<file path="src/core/idct_pkg.sv">
// Shared constants for the instruction decode and cycle timing block.
package idct_pkg;

    // Oscillator clocks in one instruction cycle.
    localparam int unsigned CLK_PER_ICYC = 4;

    // APB register byte offsets.
    localparam logic [7:0] OFF_CTRL   = 8'h00;
    localparam logic [7:0] OFF_STATUS = 8'h04;
    localparam logic [7:0] OFF_WREG   = 8'h08;
    localparam logic [7:0] OFF_PTR0   = 8'h0C;
    localparam logic [7:0] OFF_PTR1   = 8'h10;
    localparam logic [7:0] OFF_INSTR  = 8'h14;
    localparam logic [7:0] OFF_COUNT  = 8'h18;
    localparam logic [7:0] OFF_FILE   = 8'h1C;

    // STATUS field positions.
    localparam int unsigned ST_CLASS = 0;
    localparam int unsigned ST_CYC   = 2;
    localparam int unsigned ST_BUSY  = 4;
    localparam int unsigned ST_C     = 5;
    localparam int unsigned ST_DC    = 6;
    localparam int unsigned ST_Z     = 7;

    // Values after reset.
    localparam logic [7:0]  RST_W   = 8'h00;
    localparam logic [15:0] RST_PTR = 16'h0000;

    // Instruction classes.
    typedef enum logic [1:0] {
        IDCT_CLS_BYTE = 2'h0,
        IDCT_CLS_BIT  = 2'h1,
        IDCT_CLS_LIT  = 2'h2
    } idct_class_e;

    // Byte and literal operation codes, bits 13:8.
    localparam logic [5:0] OP_MOVWF  = 6'h00;
    localparam logic [5:0] OP_CLR    = 6'h01;
    localparam logic [5:0] OP_SUBWF  = 6'h02;
    localparam logic [5:0] OP_DECF   = 6'h03;
    localparam logic [5:0] OP_IORWF  = 6'h04;
    localparam logic [5:0] OP_ANDWF  = 6'h05;
    localparam logic [5:0] OP_XORWF  = 6'h06;
    localparam logic [5:0] OP_ADDWF  = 6'h07;
    localparam logic [5:0] OP_MOVF   = 6'h08;
    localparam logic [5:0] OP_COMF   = 6'h09;
    localparam logic [5:0] OP_INCF   = 6'h0A;
    localparam logic [5:0] OP_DECREMENT_SKIP_ZERO = 6'h0B;
    localparam logic [5:0] OP_RRF    = 6'h0C;
    localparam logic [5:0] OP_RLF    = 6'h0D;
    localparam logic [5:0] OP_SWAPF  = 6'h0E;
    localparam logic [5:0] OP_INCREMENT_SKIP_ZERO = 6'h0F;
    localparam logic [5:0] OP_MOVLW  = 6'h30;
    localparam logic [5:0] OP_EXIT_WITH_LITERAL = 6'h34;
    localparam logic [5:0] OP_LSLF   = 6'h35;
    localparam logic [5:0] OP_LSRF   = 6'h36;
    localparam logic [5:0] OP_ASRF   = 6'h37;
    localparam logic [5:0] OP_SUBWFB = 6'h3B;
    localparam logic [5:0] OP_ADDWFC = 6'h3D;

    // Bit operation codes, bits 13:10.
    localparam logic [3:0] OP_BCF   = 4'h4;
    localparam logic [3:0] OP_BSF   = 4'h5;
    localparam logic [3:0] OP_SKIP_IF_BIT_CLEAR = 4'h6;
    localparam logic [3:0] OP_SKIP_IF_BIT_SET   = 4'h7;

    // Control operation codes.
    localparam logic [2:0]  OP_CALL   = 3'h4;
    localparam logic [2:0]  OP_ABSOLUTE_JUMP          = 3'h5;
    localparam logic [4:0]  OP_RELATIVE_BRANCH        = 5'h19;
    localparam logic [10:0] OP_MOVIW                  = 11'h002;
    localparam logic [10:0] OP_MOVWI                  = 11'h003;
    localparam logic [13:0] OP_RETURN                 = 14'h0008;
    localparam logic [13:0] OP_INTERRUPT_EXIT         = 14'h0009;
    localparam logic [13:0] OP_SUBROUTINE_JUMP_BY_ACC = 14'h000A;
    localparam logic [13:0] OP_BRANCH_BY_ACC          = 14'h000B;

endpackage

</file>
<file path="src/core/idct_phase_div.sv">
// Divider that marks the last oscillator clock of each instruction cycle.
module idct_phase_div
    import idct_pkg::*;
#(
    parameter int unsigned DIV = CLK_PER_ICYC
) (
    input  wire logic       i_ref_clk,
    input  wire logic       i_sys_rst,
    output logic      [1:0] o_phase,
    output logic            o_cyc_end
);

    ////////////////////////////////////////////////////////////////////////
    // Free running phase counter; the end pulse is registered so that it
    // lines up with the last phase rather than trailing it.
    always_ff @(posedge i_ref_clk) begin
        if (i_sys_rst) begin
            o_phase   <= 2'h0;
            o_cyc_end <= 1'b0;
        end else begin
            o_phase   <= (o_phase == 2'(DIV - 1)) ? 2'h0 : o_phase + 2'h1;
            o_cyc_end <= (o_phase == 2'(DIV - 2));
        end
    end

endmodule

</file>
<file path="src/core/idct_core.sv">
// Instruction decoder with cycle timing, working register and APB access.
module idct_core
    import idct_pkg::*;
(
    input  wire logic        i_ref_clk,
    input  wire logic        i_sys_rst,
    input  wire logic [13:0] i_instr_word,
    input  wire logic        psel,
    input  wire logic        penable,
    input  wire logic        pwrite,
    input  wire logic [7:0]  paddr,
    input  wire logic [31:0] pwdata,
    output logic      [31:0] prdata,
    output logic             pready,
    output logic             pslverr,
    output logic             o_fetch_strobe,
    output logic             o_file_read,
    output logic      [1:0]  o_class,
    output logic      [1:0]  o_cycles
);

    logic        cyc_end;
    logic        run_reg;
    logic [7:0]  w_reg;
    logic        c_reg;
    logic        dc_reg;
    logic        z_reg;
    logic [15:0] ptr_reg [2];
    logic [13:0] instr_reg;
    logic [1:0]  wait_reg;
    logic [31:0] count_reg;
    logic [6:0]  faddr_reg;
    logic [7:0]  file_mem [128];
    logic        take;
    logic        apb_wr;
    logic        apb_setup;

    ////////////////////////////////////////////////////////////////////////
    // four-clock cycle divider
    idct_phase_div #(
        .DIV (CLK_PER_ICYC)
    ) u_div (
        .i_ref_clk (i_ref_clk),
        .i_sys_rst (i_sys_rst),
        .o_phase   (),
        .o_cyc_end (cyc_end)
    );

    // A new word is taken only at a cycle end with no extra cycles pending.
    assign take      = cyc_end && run_reg && (wait_reg == 2'h0);
    assign apb_setup = psel && !penable;
    assign apb_wr    = psel && penable && pready && pwrite;

    ////////////////////////////////////////////////////////////////////////
    // Field extraction from the single instruction word.
    logic [5:0] op6;
    logic [6:0] f_fld;
    logic       d_fld;
    logic [2:0] b_fld;
    logic       n_fld;
    logic [1:0] ptr_update_mode;
    logic [7:0] k_fld;
    assign op6    = i_instr_word[13:8];
    assign d_fld  = i_instr_word[7];
    assign f_fld  = i_instr_word[6:0];
    assign b_fld  = i_instr_word[9:7];
    assign ptr_update_mode = i_instr_word[1:0];
    assign k_fld  = i_instr_word[7:0];

    logic ctl0;
    logic byte_op;
    logic bit_op;
    logic ptr_mv;
    assign ctl0    = (op6 == OP_MOVWF) && !d_fld;
    assign byte_op = ((op6[5:4] == 2'h0) && !ctl0) || (op6 == OP_ADDWFC) ||
                     (op6 == OP_SUBWFB) || (op6 == OP_LSLF) || (op6 == OP_LSRF) ||
                     (op6 == OP_ASRF);
    assign bit_op  = (op6[5:4] == 2'h1);
    assign ptr_mv  = (i_instr_word[13:3] == OP_MOVIW) || (i_instr_word[13:3] == OP_MOVWI);

    ////////////////////////////////////////////////////////////////////////
    // Pointer selection and indirect address; file addresses 0 and 1 are
    // the two indirect access registers.
    logic        indir;
    logic [15:0] ptr_cur;
    logic [15:0] ptr_upd;
    logic [15:0] ptr_addr;
    logic [6:0]  eff_addr;
    logic        in_prog;
    logic [7:0]  rd_val;
    // pointer index picks 0 or 1
    assign n_fld    = ptr_mv ? i_instr_word[2] : f_fld[0];
    assign ptr_cur  = ptr_reg[n_fld];
    assign indir    = ptr_mv || ((byte_op || bit_op) && (f_fld[6:1] == 6'h00));
    // mode bit 0 picks decrement, bit 1 picks post update
    assign ptr_upd  = ptr_update_mode[0] ? ptr_cur - 16'h0001 : ptr_cur + 16'h0001;
    assign ptr_addr = (ptr_mv && !ptr_update_mode[1]) ? ptr_upd : ptr_cur;
    assign in_prog  = indir && ptr_addr[15];
    assign eff_addr = indir ? ptr_addr[6:0] : f_fld;
    // Program memory is not reachable from here, so such reads give zero.
    assign rd_val   = in_prog ? 8'h00 : file_mem[eff_addr];

    ////////////////////////////////////////////////////////////////////////
    // Arithmetic and routing for the word being taken.
    logic [7:0] res;
    logic       wr_f;
    logic       wr_w;
    logic       c_n;
    logic       dc_n;
    logic       upd_c;
    logic       upd_dc;
    logic       upd_z;
    logic       skip;
    logic [1:0] cyc_n;
    logic [8:0] sum;
    logic [4:0] nib;
    logic [7:0] opb;
    logic       cin;
    always_comb begin
        res    = rd_val;
        wr_f   = 1'b0;
        wr_w   = 1'b0;
        upd_c  = 1'b0;
        upd_dc = 1'b0;
        upd_z  = 1'b0;
        skip   = 1'b0;
        cyc_n  = 2'h1;
        // Subtraction adds the complement so one adder serves all four ops.
        opb    = (op6 == OP_SUBWF || op6 == OP_SUBWFB) ? ~w_reg : w_reg;
        cin    = (op6 == OP_SUBWF) || ((op6 == OP_ADDWFC || op6 == OP_SUBWFB) && c_reg);
        sum    = {1'b0, rd_val} + {1'b0, opb} + {8'h00, cin};
        nib    = {1'b0, rd_val[3:0]} + {1'b0, opb[3:0]} + {4'h0, cin};
        c_n    = sum[8];
        dc_n   = nib[4];
        if (byte_op) begin
            wr_f  = d_fld;
            wr_w  = !d_fld;
            upd_z = 1'b1;
            case (op6)
                OP_ADDWF, OP_ADDWFC, OP_SUBWF, OP_SUBWFB: begin
                    res    = sum[7:0];
                    upd_c  = 1'b1;
                    upd_dc = 1'b1;
                end
                OP_ANDWF: res = rd_val & w_reg;
                OP_IORWF: res = rd_val | w_reg;
                OP_XORWF: res = rd_val ^ w_reg;
                OP_COMF:  res = ~rd_val;
                OP_DECF:  res = rd_val - 8'h01;
                OP_INCF:  res = rd_val + 8'h01;
                // low don't-care bits of clear-accumulator ignored
                OP_CLR:   res = 8'h00;
                OP_MOVWF: begin
                    res   = w_reg;
                    upd_z = 1'b0;
                end
                OP_LSLF, OP_RLF: begin
                    res   = {rd_val[6:0], (op6 == OP_RLF) ? c_reg : 1'b0};
                    c_n   = rd_val[7];
                    upd_c = 1'b1;
                    upd_z = (op6 == OP_LSLF);
                end
                OP_LSRF, OP_ASRF, OP_RRF: begin
                    res   = {(op6 == OP_RRF) ? c_reg : (op6 == OP_ASRF) && rd_val[7],
                             rd_val[7:1]};
                    c_n   = rd_val[0];
                    upd_c = 1'b1;
                    upd_z = (op6 != OP_RRF);
                end
                OP_SWAPF: begin
                    res   = {rd_val[3:0], rd_val[7:4]};
                    upd_z = 1'b0;
                end
                // count skips cost a cycle only when skipping
                OP_DECREMENT_SKIP_ZERO, OP_INCREMENT_SKIP_ZERO: begin
                    res   = (op6 == OP_DECREMENT_SKIP_ZERO) ? rd_val - 8'h01 : rd_val + 8'h01;
                    skip  = (res == 8'h00);
                    upd_z = 1'b0;
                end
                default: res = rd_val;
            endcase
        end else if (bit_op) begin
            case (op6[5:2])
                OP_BCF: begin
                    res  = rd_val & ~(8'h01 << b_fld);
                    wr_f = 1'b1;
                end
                OP_BSF: begin
                    res  = rd_val | (8'h01 << b_fld);
                    wr_f = 1'b1;
                end
                OP_SKIP_IF_BIT_CLEAR: skip = !rd_val[b_fld];
                // The set-bit skip is the only code left in this class.
                default: skip = rd_val[b_fld];
            endcase
        end else if (ptr_mv) begin
            wr_f  = i_instr_word[3];
            wr_w  = !i_instr_word[3];
            res   = i_instr_word[3] ? w_reg : rd_val;
            upd_z = !i_instr_word[3];
        end else if (op6 == OP_MOVLW || op6 == OP_EXIT_WITH_LITERAL) begin
            res  = k_fld;
            wr_w = 1'b1;
        end
        if (skip) begin
            cyc_n = 2'h2;
        end
        if (i_instr_word[13:11] == OP_CALL || i_instr_word == OP_SUBROUTINE_JUMP_BY_ACC) begin
            cyc_n = 2'h2;
        end
        if (i_instr_word == OP_RETURN || i_instr_word == OP_INTERRUPT_EXIT ||
            op6 == OP_EXIT_WITH_LITERAL) begin
            cyc_n = 2'h2;
        end
        if (i_instr_word[13:11] == OP_ABSOLUTE_JUMP || i_instr_word[13:9] == OP_RELATIVE_BRANCH ||
            i_instr_word == OP_BRANCH_BY_ACC) begin
            cyc_n = 2'h2;
        end
        // extra cycle for indirect access into program memory
        if (in_prog) begin
            cyc_n = cyc_n + 2'h1;
        end
        // Writes aimed at program memory are dropped.
        if (in_prog) begin
            wr_f = 1'b0;
        end
    end

    ////////////////////////////////////////////////////////////////////////
    // Instruction cycle sequencing: take, then burn the extra cycles.
    always_ff @(posedge i_ref_clk) begin
        if (i_sys_rst) begin
            wait_reg       <= 2'h0;
            instr_reg      <= 14'h0000;
            o_cycles       <= 2'h0;
            o_class        <= IDCT_CLS_BYTE;
            o_fetch_strobe <= 1'b0;
            o_file_read    <= 1'b0;
            count_reg      <= 32'h0000_0000;
        end else begin
            o_fetch_strobe <= take;
            // the target is read even when it is only written
            o_file_read    <= take && (byte_op || bit_op || ptr_mv);
            if (take) begin
                wait_reg  <= cyc_n - 2'h1;
                instr_reg <= i_instr_word;
                o_cycles  <= cyc_n;
                o_class   <= byte_op ? IDCT_CLS_BYTE : bit_op ? IDCT_CLS_BIT : IDCT_CLS_LIT;
                count_reg <= count_reg + 32'h0000_0001;
            end else if (cyc_end && wait_reg != 2'h0) begin
                wait_reg <= wait_reg - 2'h1;
            end
        end
    end

    ////////////////////////////////////////////////////////////////////////
    // Working register, flags and pointers; the core beats a same-cycle
    // software write so an executing instruction is never undone.
    always_ff @(posedge i_ref_clk) begin
        if (i_sys_rst) begin
            w_reg      <= RST_W;
            c_reg      <= 1'b0;
            dc_reg     <= 1'b0;
            z_reg      <= 1'b0;
            ptr_reg[0] <= RST_PTR;
            ptr_reg[1] <= RST_PTR;
            run_reg    <= 1'b0;
        end else begin
            if (apb_wr && paddr == OFF_CTRL) begin
                run_reg <= pwdata[0];
            end
            if (take && wr_w) begin
                w_reg <= res;
            end else if (apb_wr && paddr == OFF_WREG) begin
                w_reg <= pwdata[7:0];
            end
            if (take && upd_c) begin
                c_reg <= c_n;
            end
            if (take && upd_dc) begin
                dc_reg <= dc_n;
            end
            if (take && upd_z) begin
                z_reg <= (res == 8'h00);
            end
            // pointer moves by one in the selected direction
            if (take && ptr_mv) begin
                ptr_reg[n_fld] <= ptr_upd;
            end else if (apb_wr && paddr == OFF_PTR0) begin
                ptr_reg[0] <= pwdata[15:0];
            end else if (apb_wr && paddr == OFF_PTR1) begin
                ptr_reg[1] <= pwdata[15:0];
            end
        end
    end

    ////////////////////////////////////////////////////////////////////////
    // modified value stored back to the file register
    always_ff @(posedge i_ref_clk) begin
        if (take && wr_f) begin
            file_mem[eff_addr] <= res;
        end else if (apb_wr && paddr == OFF_FILE) begin
            file_mem[pwdata[14:8]] <= pwdata[7:0];
        end
    end

    always_ff @(posedge i_ref_clk) begin
        if (i_sys_rst) begin
            faddr_reg <= 7'h00;
        end else if (apb_wr && paddr == OFF_FILE) begin
            faddr_reg <= pwdata[14:8];
        end
    end

    ////////////////////////////////////////////////////////////////////////
    // APB slave: read data and ready are built in the setup cycle, so every
    // access completes in its first access cycle.
    always_ff @(posedge i_ref_clk) begin
        if (i_sys_rst) begin
            prdata  <= 32'h0000_0000;
            pready  <= 1'b0;
            pslverr <= 1'b0;
        end else begin
            pready  <= apb_setup;
            pslverr <= 1'b0;
            prdata  <= 32'h0000_0000;
            if (apb_setup) begin
                case (paddr)
                    OFF_CTRL:   prdata <= {31'h0, run_reg};
                    OFF_STATUS: prdata <= {24'h0, z_reg, dc_reg, c_reg, wait_reg != 2'h0,
                                           o_cycles, o_class};
                    OFF_WREG:   prdata <= {24'h0, w_reg};
                    OFF_PTR0:   prdata <= {16'h0, ptr_reg[0]};
                    OFF_PTR1:   prdata <= {16'h0, ptr_reg[1]};
                    OFF_INSTR:  prdata <= {18'h0, instr_reg};
                    OFF_COUNT:  prdata <= count_reg;
                    OFF_FILE:   prdata <= {17'h0, faddr_reg, file_mem[faddr_reg]};
                    default:    pslverr <= 1'b1;
                endcase
            end
        end
    end
endmodule

</file>
<file path="config.mk">
export PLATFORM = sky130hd
export DESIGN_NAME = idct_core
export DESIGN_NICKNAME = d
export VERILOG_FILES = /design/src/core/idct_pkg.sv /design/src/core/idct_phase_div.sv /design/src/core/idct_core.sv
export SDC_FILE = /design/constraint.sdc
export NUM_CORES = 2
export LEC_CHECK = 0
export BUFFER_PORTS_ARGS = -buffer_cell sky130_fd_sc_hd__buf_2
export CORE_MARGIN = 2
export CORE_UTILIZATION = 50
export CTS_CLUSTER_DIAMETER = 30
export DETAILED_ROUTE_END_ITERATION = 6
export PLACE_DENSITY = 0.71
export SLEW_MARGIN = 20
export SYNTH_ARGS = -nofsm -noshare
export SYNTH_HDL_FRONTEND = slang
export SYNTH_HIERARCHICAL = 1
export SYNTH_SLANG_ARGS = --single-unit
</file>
<file path="constraint.sdc">
create_clock -name i_ref_clk -period 18.1 [get_ports i_ref_clk]
set_input_delay 3.62 -clock i_ref_clk [delete_from_list [all_inputs] [get_ports i_ref_clk]]
set_output_delay 3.62 -clock i_ref_clk [all_outputs]
set_load 0.005 [all_outputs]
</file>
* Word-level counts from Yosys, hierarchy flattened
Memories as Yosys holds them, arrays and structs flattened. A register that Yosys moved wholly into a read port is not among the register bits. Cells that the tools add are included.
Storage, ports and cells: memories kept 2, register bits after elaboration 110, output and inout port bits 40, input port bits 59, memory bits (read-only) 0, RAM bits 1056, logic and storage cells 245, latch bits 0
Operators by class: div/mod/pow operators 0, equality and inequality tests 44, bitwise logic cells 11, add/sub/neg operators 13, order comparisons 1, reduce and logical (&&, ||, !) cells 72, multipliers 0, multiplexer cells 83, shift-type cells 1
Memory list:
- file_mem | depth 128, bits a word 8, read ports 2, clocked after memory_dff 1, wr ports 1, line idct_core.sv:33 | logic [7:0] file_mem [128];
- ptr_reg | depth 2, bits a word 16, read ports 3, clocked after memory_dff 0, wr ports 2, line idct_core.sv:28 | logic [15:0] ptr_reg [2];
Operator list (number):
- $pmux W32 S8 | 1
- $pmux W8 S13 | 1
- $mux W8 | 11
- $mux W16 | 5
- $eq A14 B4 Y1 const B | 4
- $mux W1 | 47
- $eq A6 B4 Y1 const B | 7
- $eq A6 B6 Y1 const B | 7
- $add A32 B1 Y32 const B | 1
- $eq A8 B5 Y1 const B | 4
- $mux W7 | 4
- $logic_and A1 B1 Y1 | 26
- $eq A6 B3 Y1 const B | 4
- $logic_not A8 Y1 | 3
- $not A8 Y8 | 3
- $eq A11 B2 Y1 const B | 2
- $logic_or A1 B1 Y1 | 18
- $mux W2 | 9
- $add A16 B1 Y16 const B | 1
- $and A8 B8 Y8 | 2
- $eq A8 B4 Y1 const B | 2
- $or A8 B8 Y8 | 2
- $pmux W8 S2 | 1
- $reduce_or A16 Y1 | 1
- other kinds (35) | 59

* Depth between registers and ports, before layout
An unclocked memory read counts as a cell.
depth in word-level cells 29, mapped depth 42, gate-level depth less buffers 33

* Hierarchy
Netlist, hierarchy kept.
By module, submodules not included:
- idct_core | cells each 4706, seq. area each 33992.6 µm², times used 1, area each 60533.1 µm²
- idct_phase_div | cells each 9, seq. area each 60.1 µm², times used 1, area each 115.1 µm²

* Worst setup path before layout
OpenSTA, ideal clock, no wires.
path type in2reg, start in i_instr_word[4], end mem file_mem[0][6] (data pin), library setup time 0.892 ns, path buffers 5, slack 3.595 ns, required time 17.208 ns, data arrival time 13.613 ns, stages 34, cell sequence buf_4 nor4b_1 a31oi_1 a21oi_1 clkbuf_1 mux2_2 ha_1 a21oi_1 a21boi_1 mux2i_2 nand2_1 buf_2 buf_6 and3_1 a311oi_1 o21ai_0 nand3_1 and4b_1 clkbuf_1 inv_1 fa_1 fa_1 a21oi_1 o21bai_1 a21oi_1 nor2_1 nor2_1 xnor2_1 a21oi_1 o21ai_0 a221oi_1 o221ai_1 a221oi_1 a21oi_1
On the way: word-level cells in the longest chain between the ends 15, elaborated cells between the ends (all ways) 44, those cells by class add/sub (6); eq/ne (2); mux (20); bitwise (6); reduce/logical (8); memory (2)
Ends and longest elaborated chain:
- start: declaration | line idct_core.sv:7 | input wire logic [13:0] i_instr_word,
- $eq A11 B2 Y1 | line idct_core.sv:79 | assign ptr_mv = (i_instr_word[13:3] == OP_MOVIW) || (i_instr_word[13:3] == OP_MOVWI);
- $logic_or A1 B1 Y1 | line idct_core.sv:79
- $mux W1 | line idct_core.sv:92 | assign n_fld = ptr_mv ? i_instr_word[2] : f_fld[0];
- $mem_v2 Z2 W16
- $add A16 B1 Y16 or $sub A16 B1 Y16 (tied branches) | line idct_core.sv:96 | assign ptr_upd = ptr_update_mode[0] ? ptr_cur - 16'h0001 : ptr_cur + 16'h0001;
- $mux W16 | line idct_core.sv:96
- $mux W16 | line idct_core.sv:97 | assign ptr_addr = (ptr_mv && !ptr_update_mode[1]) ? ptr_upd : ptr_cur;
- $mux W7 | line idct_core.sv:99 | assign eff_addr = indir ? ptr_addr[6:0] : f_fld;
- $mem_v2 Z128 W8
- $mux W8 | line idct_core.sv:101 | assign rd_val = in_prog ? 8'h00 : file_mem[eff_addr];
- $add A8 B8 Y9 (tied with other cells) | line idct_core.sv:131 | sum = {1'b0, rd_val} + {1'b0, opb} + {8'h00, cin};
- $add A9 B1 Y9 (tied with other cells) | line idct_core.sv:131
- $pmux W8 S13 or $mux W8 (tied branches) | line idct_core.sv:139, idct_core.sv:182
- $mux W8 | line idct_core.sv:135 | if (byte_op) begin
- $mux W8 (no line) *
- end: declaration | line idct_core.sv:33
Every way passes the cells marked *; elsewhere a longest branch is shown, timed or not.

* Worst setup path after layout
start in i_instr_word[10], end mem file_mem[52][7] (data pin)
On the way: word-level cells in the longest chain between the ends 20, elaborated cells between the ends (all ways) 90, those cells by class add/sub (6); eq/ne (25); mux (23); bitwise (6); reduce/logical (28); memory (2)
Ends and longest elaborated chain:
- branches (longest 19 deep; another with $mem_v2 Z2 W16)
- $mux W8 (no line) *
Every way passes the cells marked *.

==> impl_metrics.ini <==
[placed_design]
port_buffers = 82
gp_congestion = 0.972
placed_cells = 6131
place_area_sq_um = 62400
hpwl_microns = 134000

[hold_path]
hold_end = instr_reg[6]
min_from = instr_reg[6]
hold_depth = 2
hp-class = reg -> reg

[critical_path]
crit_type = in -> reg
r2r-end = file_mem[52][7]
critPathRequiredTime_ps = 18550
rr_startpoint = ptr_reg[0][0]
cp-start-kind = input pin
critPathMaxStageDelay_ps = 1070
r2r_slack_ps = 7050
critical_path_arrival_ps = 15840
critPathMaxFanout = 91
cp_slowest_cell = nor4_1
ff2ff_path_depth = 33
critPathCaptureType = flip-flop
setup.worst_path.start = i_instr_word[10]
crit_path_frequent_cell = a21oi_1

[run_status]
status = finished with violations
violations = DRC

[clocking]
clk-insertion-delay-late_ps = 860
ctsLongestPathBuffers = 3
cts_resized = 0
post_cts_buffers = 0
path_clk_slew_ps = 50
ctsHoldBuffers = 0
cts_tree = built
cts_root_buf = clkbuf_16
cts_sinks = 1173
cts_made_buffers = 227
htreeDepth = 4

[grt]
grt_pass1_wl_microns = 309000
first_global_vias = 44800
grt_max_degree = 136
overflow = 0
grt.total_usage_pct = 34.0
grt_antenna_before_repair = 18

[timing]
hold_violations = 0
finalSetupViolCount = 0
post-route-period-util_pct = 85.0
slew_headroom_pct = 8.40
rsz0062_at_grt = no
slew_viol_final = 0
fin_skew_ps = 72.5
setup_tns_ps = 0
fin_crit_ps = 15390
fmax_mhz = 65.0
worst_slew_pin_slew_ps = 1360

[layout]
final_common_cell = edfxtp_1
final_cell_area_sq_um = 70500
syn_to_final_growth_pct = 16.2
num-fill-cells = 9196
layout-drive-gt1-share_pct = 21.4
largest_reg_flops = 1024
final_nets = 4852
largest_register = file_mem
layout.cells.non_filler = 6574
mostFrequentLayoutCells = edfxtp_1 (1056), nand2_1 (703), mux4_2 (340)

[synth]
synth_compound_area_share_pct = 11.2
synthCells = 4715
netlist_area_sq_um = 60600
synthArstFlopShare_pct = 0
synth_cell_types = 103
yosysSeqAreaShare_pct = 56.1
synth_edf_count = 1056
synth_warnings = 6
avgSynthCellArea_sq_um = 12.9
synth_seq_cells = 1173
synth_top_family_by_area = multiplexers
muxShareOfSynthArea_pct = 15.6
synthAdderAreaFrac_pct = 0.966
synth-simple-area-share_pct = 11.7
synth-xor-area-share_pct = 0.866
synth_nets = 4819
synth_top_flop_cell = edfxtp_1

[floorplanning]
rows = 127
initial_core_util_pct = 50.5
io_pins = 99
core_area_sq_um = 120000
die_h_microns = 352
die_width_microns = 352
dieArea_sq_um = 124000

[routing]
vias = 47100
drt-pass1-iter-count = 7
vias_per_cell = 7.17
routed_wl_microns = 217000
drcViolationCount = 2
antenna_left = 0
drtIter0Drc = 8181
avgRoutedWirePerCell_microns = 32.9

[power_and_ir_drop]
vdd_drop_max_v = 0.000114
power_density_nw_per_um2 = 115
p_leak_nw = 23.4

[run]
maxCapViolations = 0
## layer usage
layer | global-route usage, % | routed length, microns | share of wire [%]
met3 | 13.3 | 34800 | 16
met5 | 0.692 | 236 | 0.11
met4 | 19.7 | 14500 | 6.7
met2 | 49.8 | 94100 | 43
met1 | 43.0 | 72900 | 34
## area by class of cell
cell class	count	area, sq um	area share, %
diodes	13	32.5	0.0462
clock buffers	258	5930	8.42
clock inverters	172	2060	2.93
inverters	43	161	0.229
multi-input cells	3103	24800	35.2
flip-flops and latches	1173	34100	48.3
well taps	1612	2020	2.86
repair buffers	200	1390	1.97
## how the worst max path moves through the flow
stage                           end  slack [ps]  cells after the start
floorplan            file_mem[0][6]        3590                     34
global placement    file_mem[64][7]        2760                     36
detailed placement  file_mem[64][7]        2610                     36
CTS                 file_mem[52][7]        3360                     36
global route        file_mem[52][7]        2540                     36
finish              file_mem[52][7]        2710                     34
## through the flow
step	power [W]	util, %	hold WS (ps)	setup WS (ps)
2_1_floorplan	0.00353	-	433	3590
3_3_place_gp	0.00375	51.9	443	2760
3_5_place_dp	0.00376	51.9	447	2610
4_1_cts	0.00805	58.6	452	3360
5_1_grt	0.00823	58.7	466	2540
6_report	0.00808	58.7	453	2710
## logic make-up (layout without fill, tap and decap cells)
group,Yosys count,after routing
AO/OA/AOI/OAI,942,942
other,0,13
AND/OR/NAND/NOR,1540,1540
flip-flops,1173,1173
XOR/XNOR,60,60
multiplexers,516,516
buffers and inverters,439,673
adder cells (fa/ha/maj),45,45
## cells in the mapped netlist (all sizes together), types with 11 or more instances
master,count,area share [%]
xnor2,28,0.40
mux2i,141,2.3
a32oi,50,0.72
xor2,32,0.46
o21ai,145,1.2
a221o,11,0.18
o22ai,13,0.13
mux2,35,0.66
and3,159,1.6
a21boi,14,0.17
nor4b,11,0.16
nor2,285,1.8
clkbuf,190,1.2
buf,206,2.0
nor3,49,0.49
o221ai,11,0.16
a311oi,98,1.4
dfxtp,117,3.9
o2111ai,11,0.16
a211oi,140,1.7
inv,42,0.26
mux4,340,13
nand4,29,0.30
a22oi,48,0.59
nand2,711,4.4
a2111oi,21,0.38
or3,23,0.25
nor2b,15,0.15
a221oi,26,0.38
nand3,161,1.3
a22o,25,0.36
a31oi,65,0.67
nor4,37,0.46
ha,42,0.87
a32o,14,0.23
edfxtp,1056,52
o211ai,12,0.16
a21oi,143,1.2
a21o,15,0.19
## critical path, delay by kind of cell
| family | cells | cell delay (ps) |
|---|---|---|
| AO/OA/AOI/OAI | 16 | 2950 |
| XOR/XNOR | 1 | 150 |
| adder cells (fa/ha/maj) | 2 | 810 |
| buffers and inverters | 4 | 1710 |
| multiplexers | 2 | 1160 |
| AND/OR/NAND/NOR | 9 | 5270 |
## where the power goes
group / leakage [nW] / internal (W) / switching (W)
clock network: 3.82 / 0.00284 / 0.00150
registers: 10.5 / 0.00308 / 0.00000283
logic: 9.11 / 0.000150 / 0.000519
No activity file was read; power rests on OpenSTA's default activity.
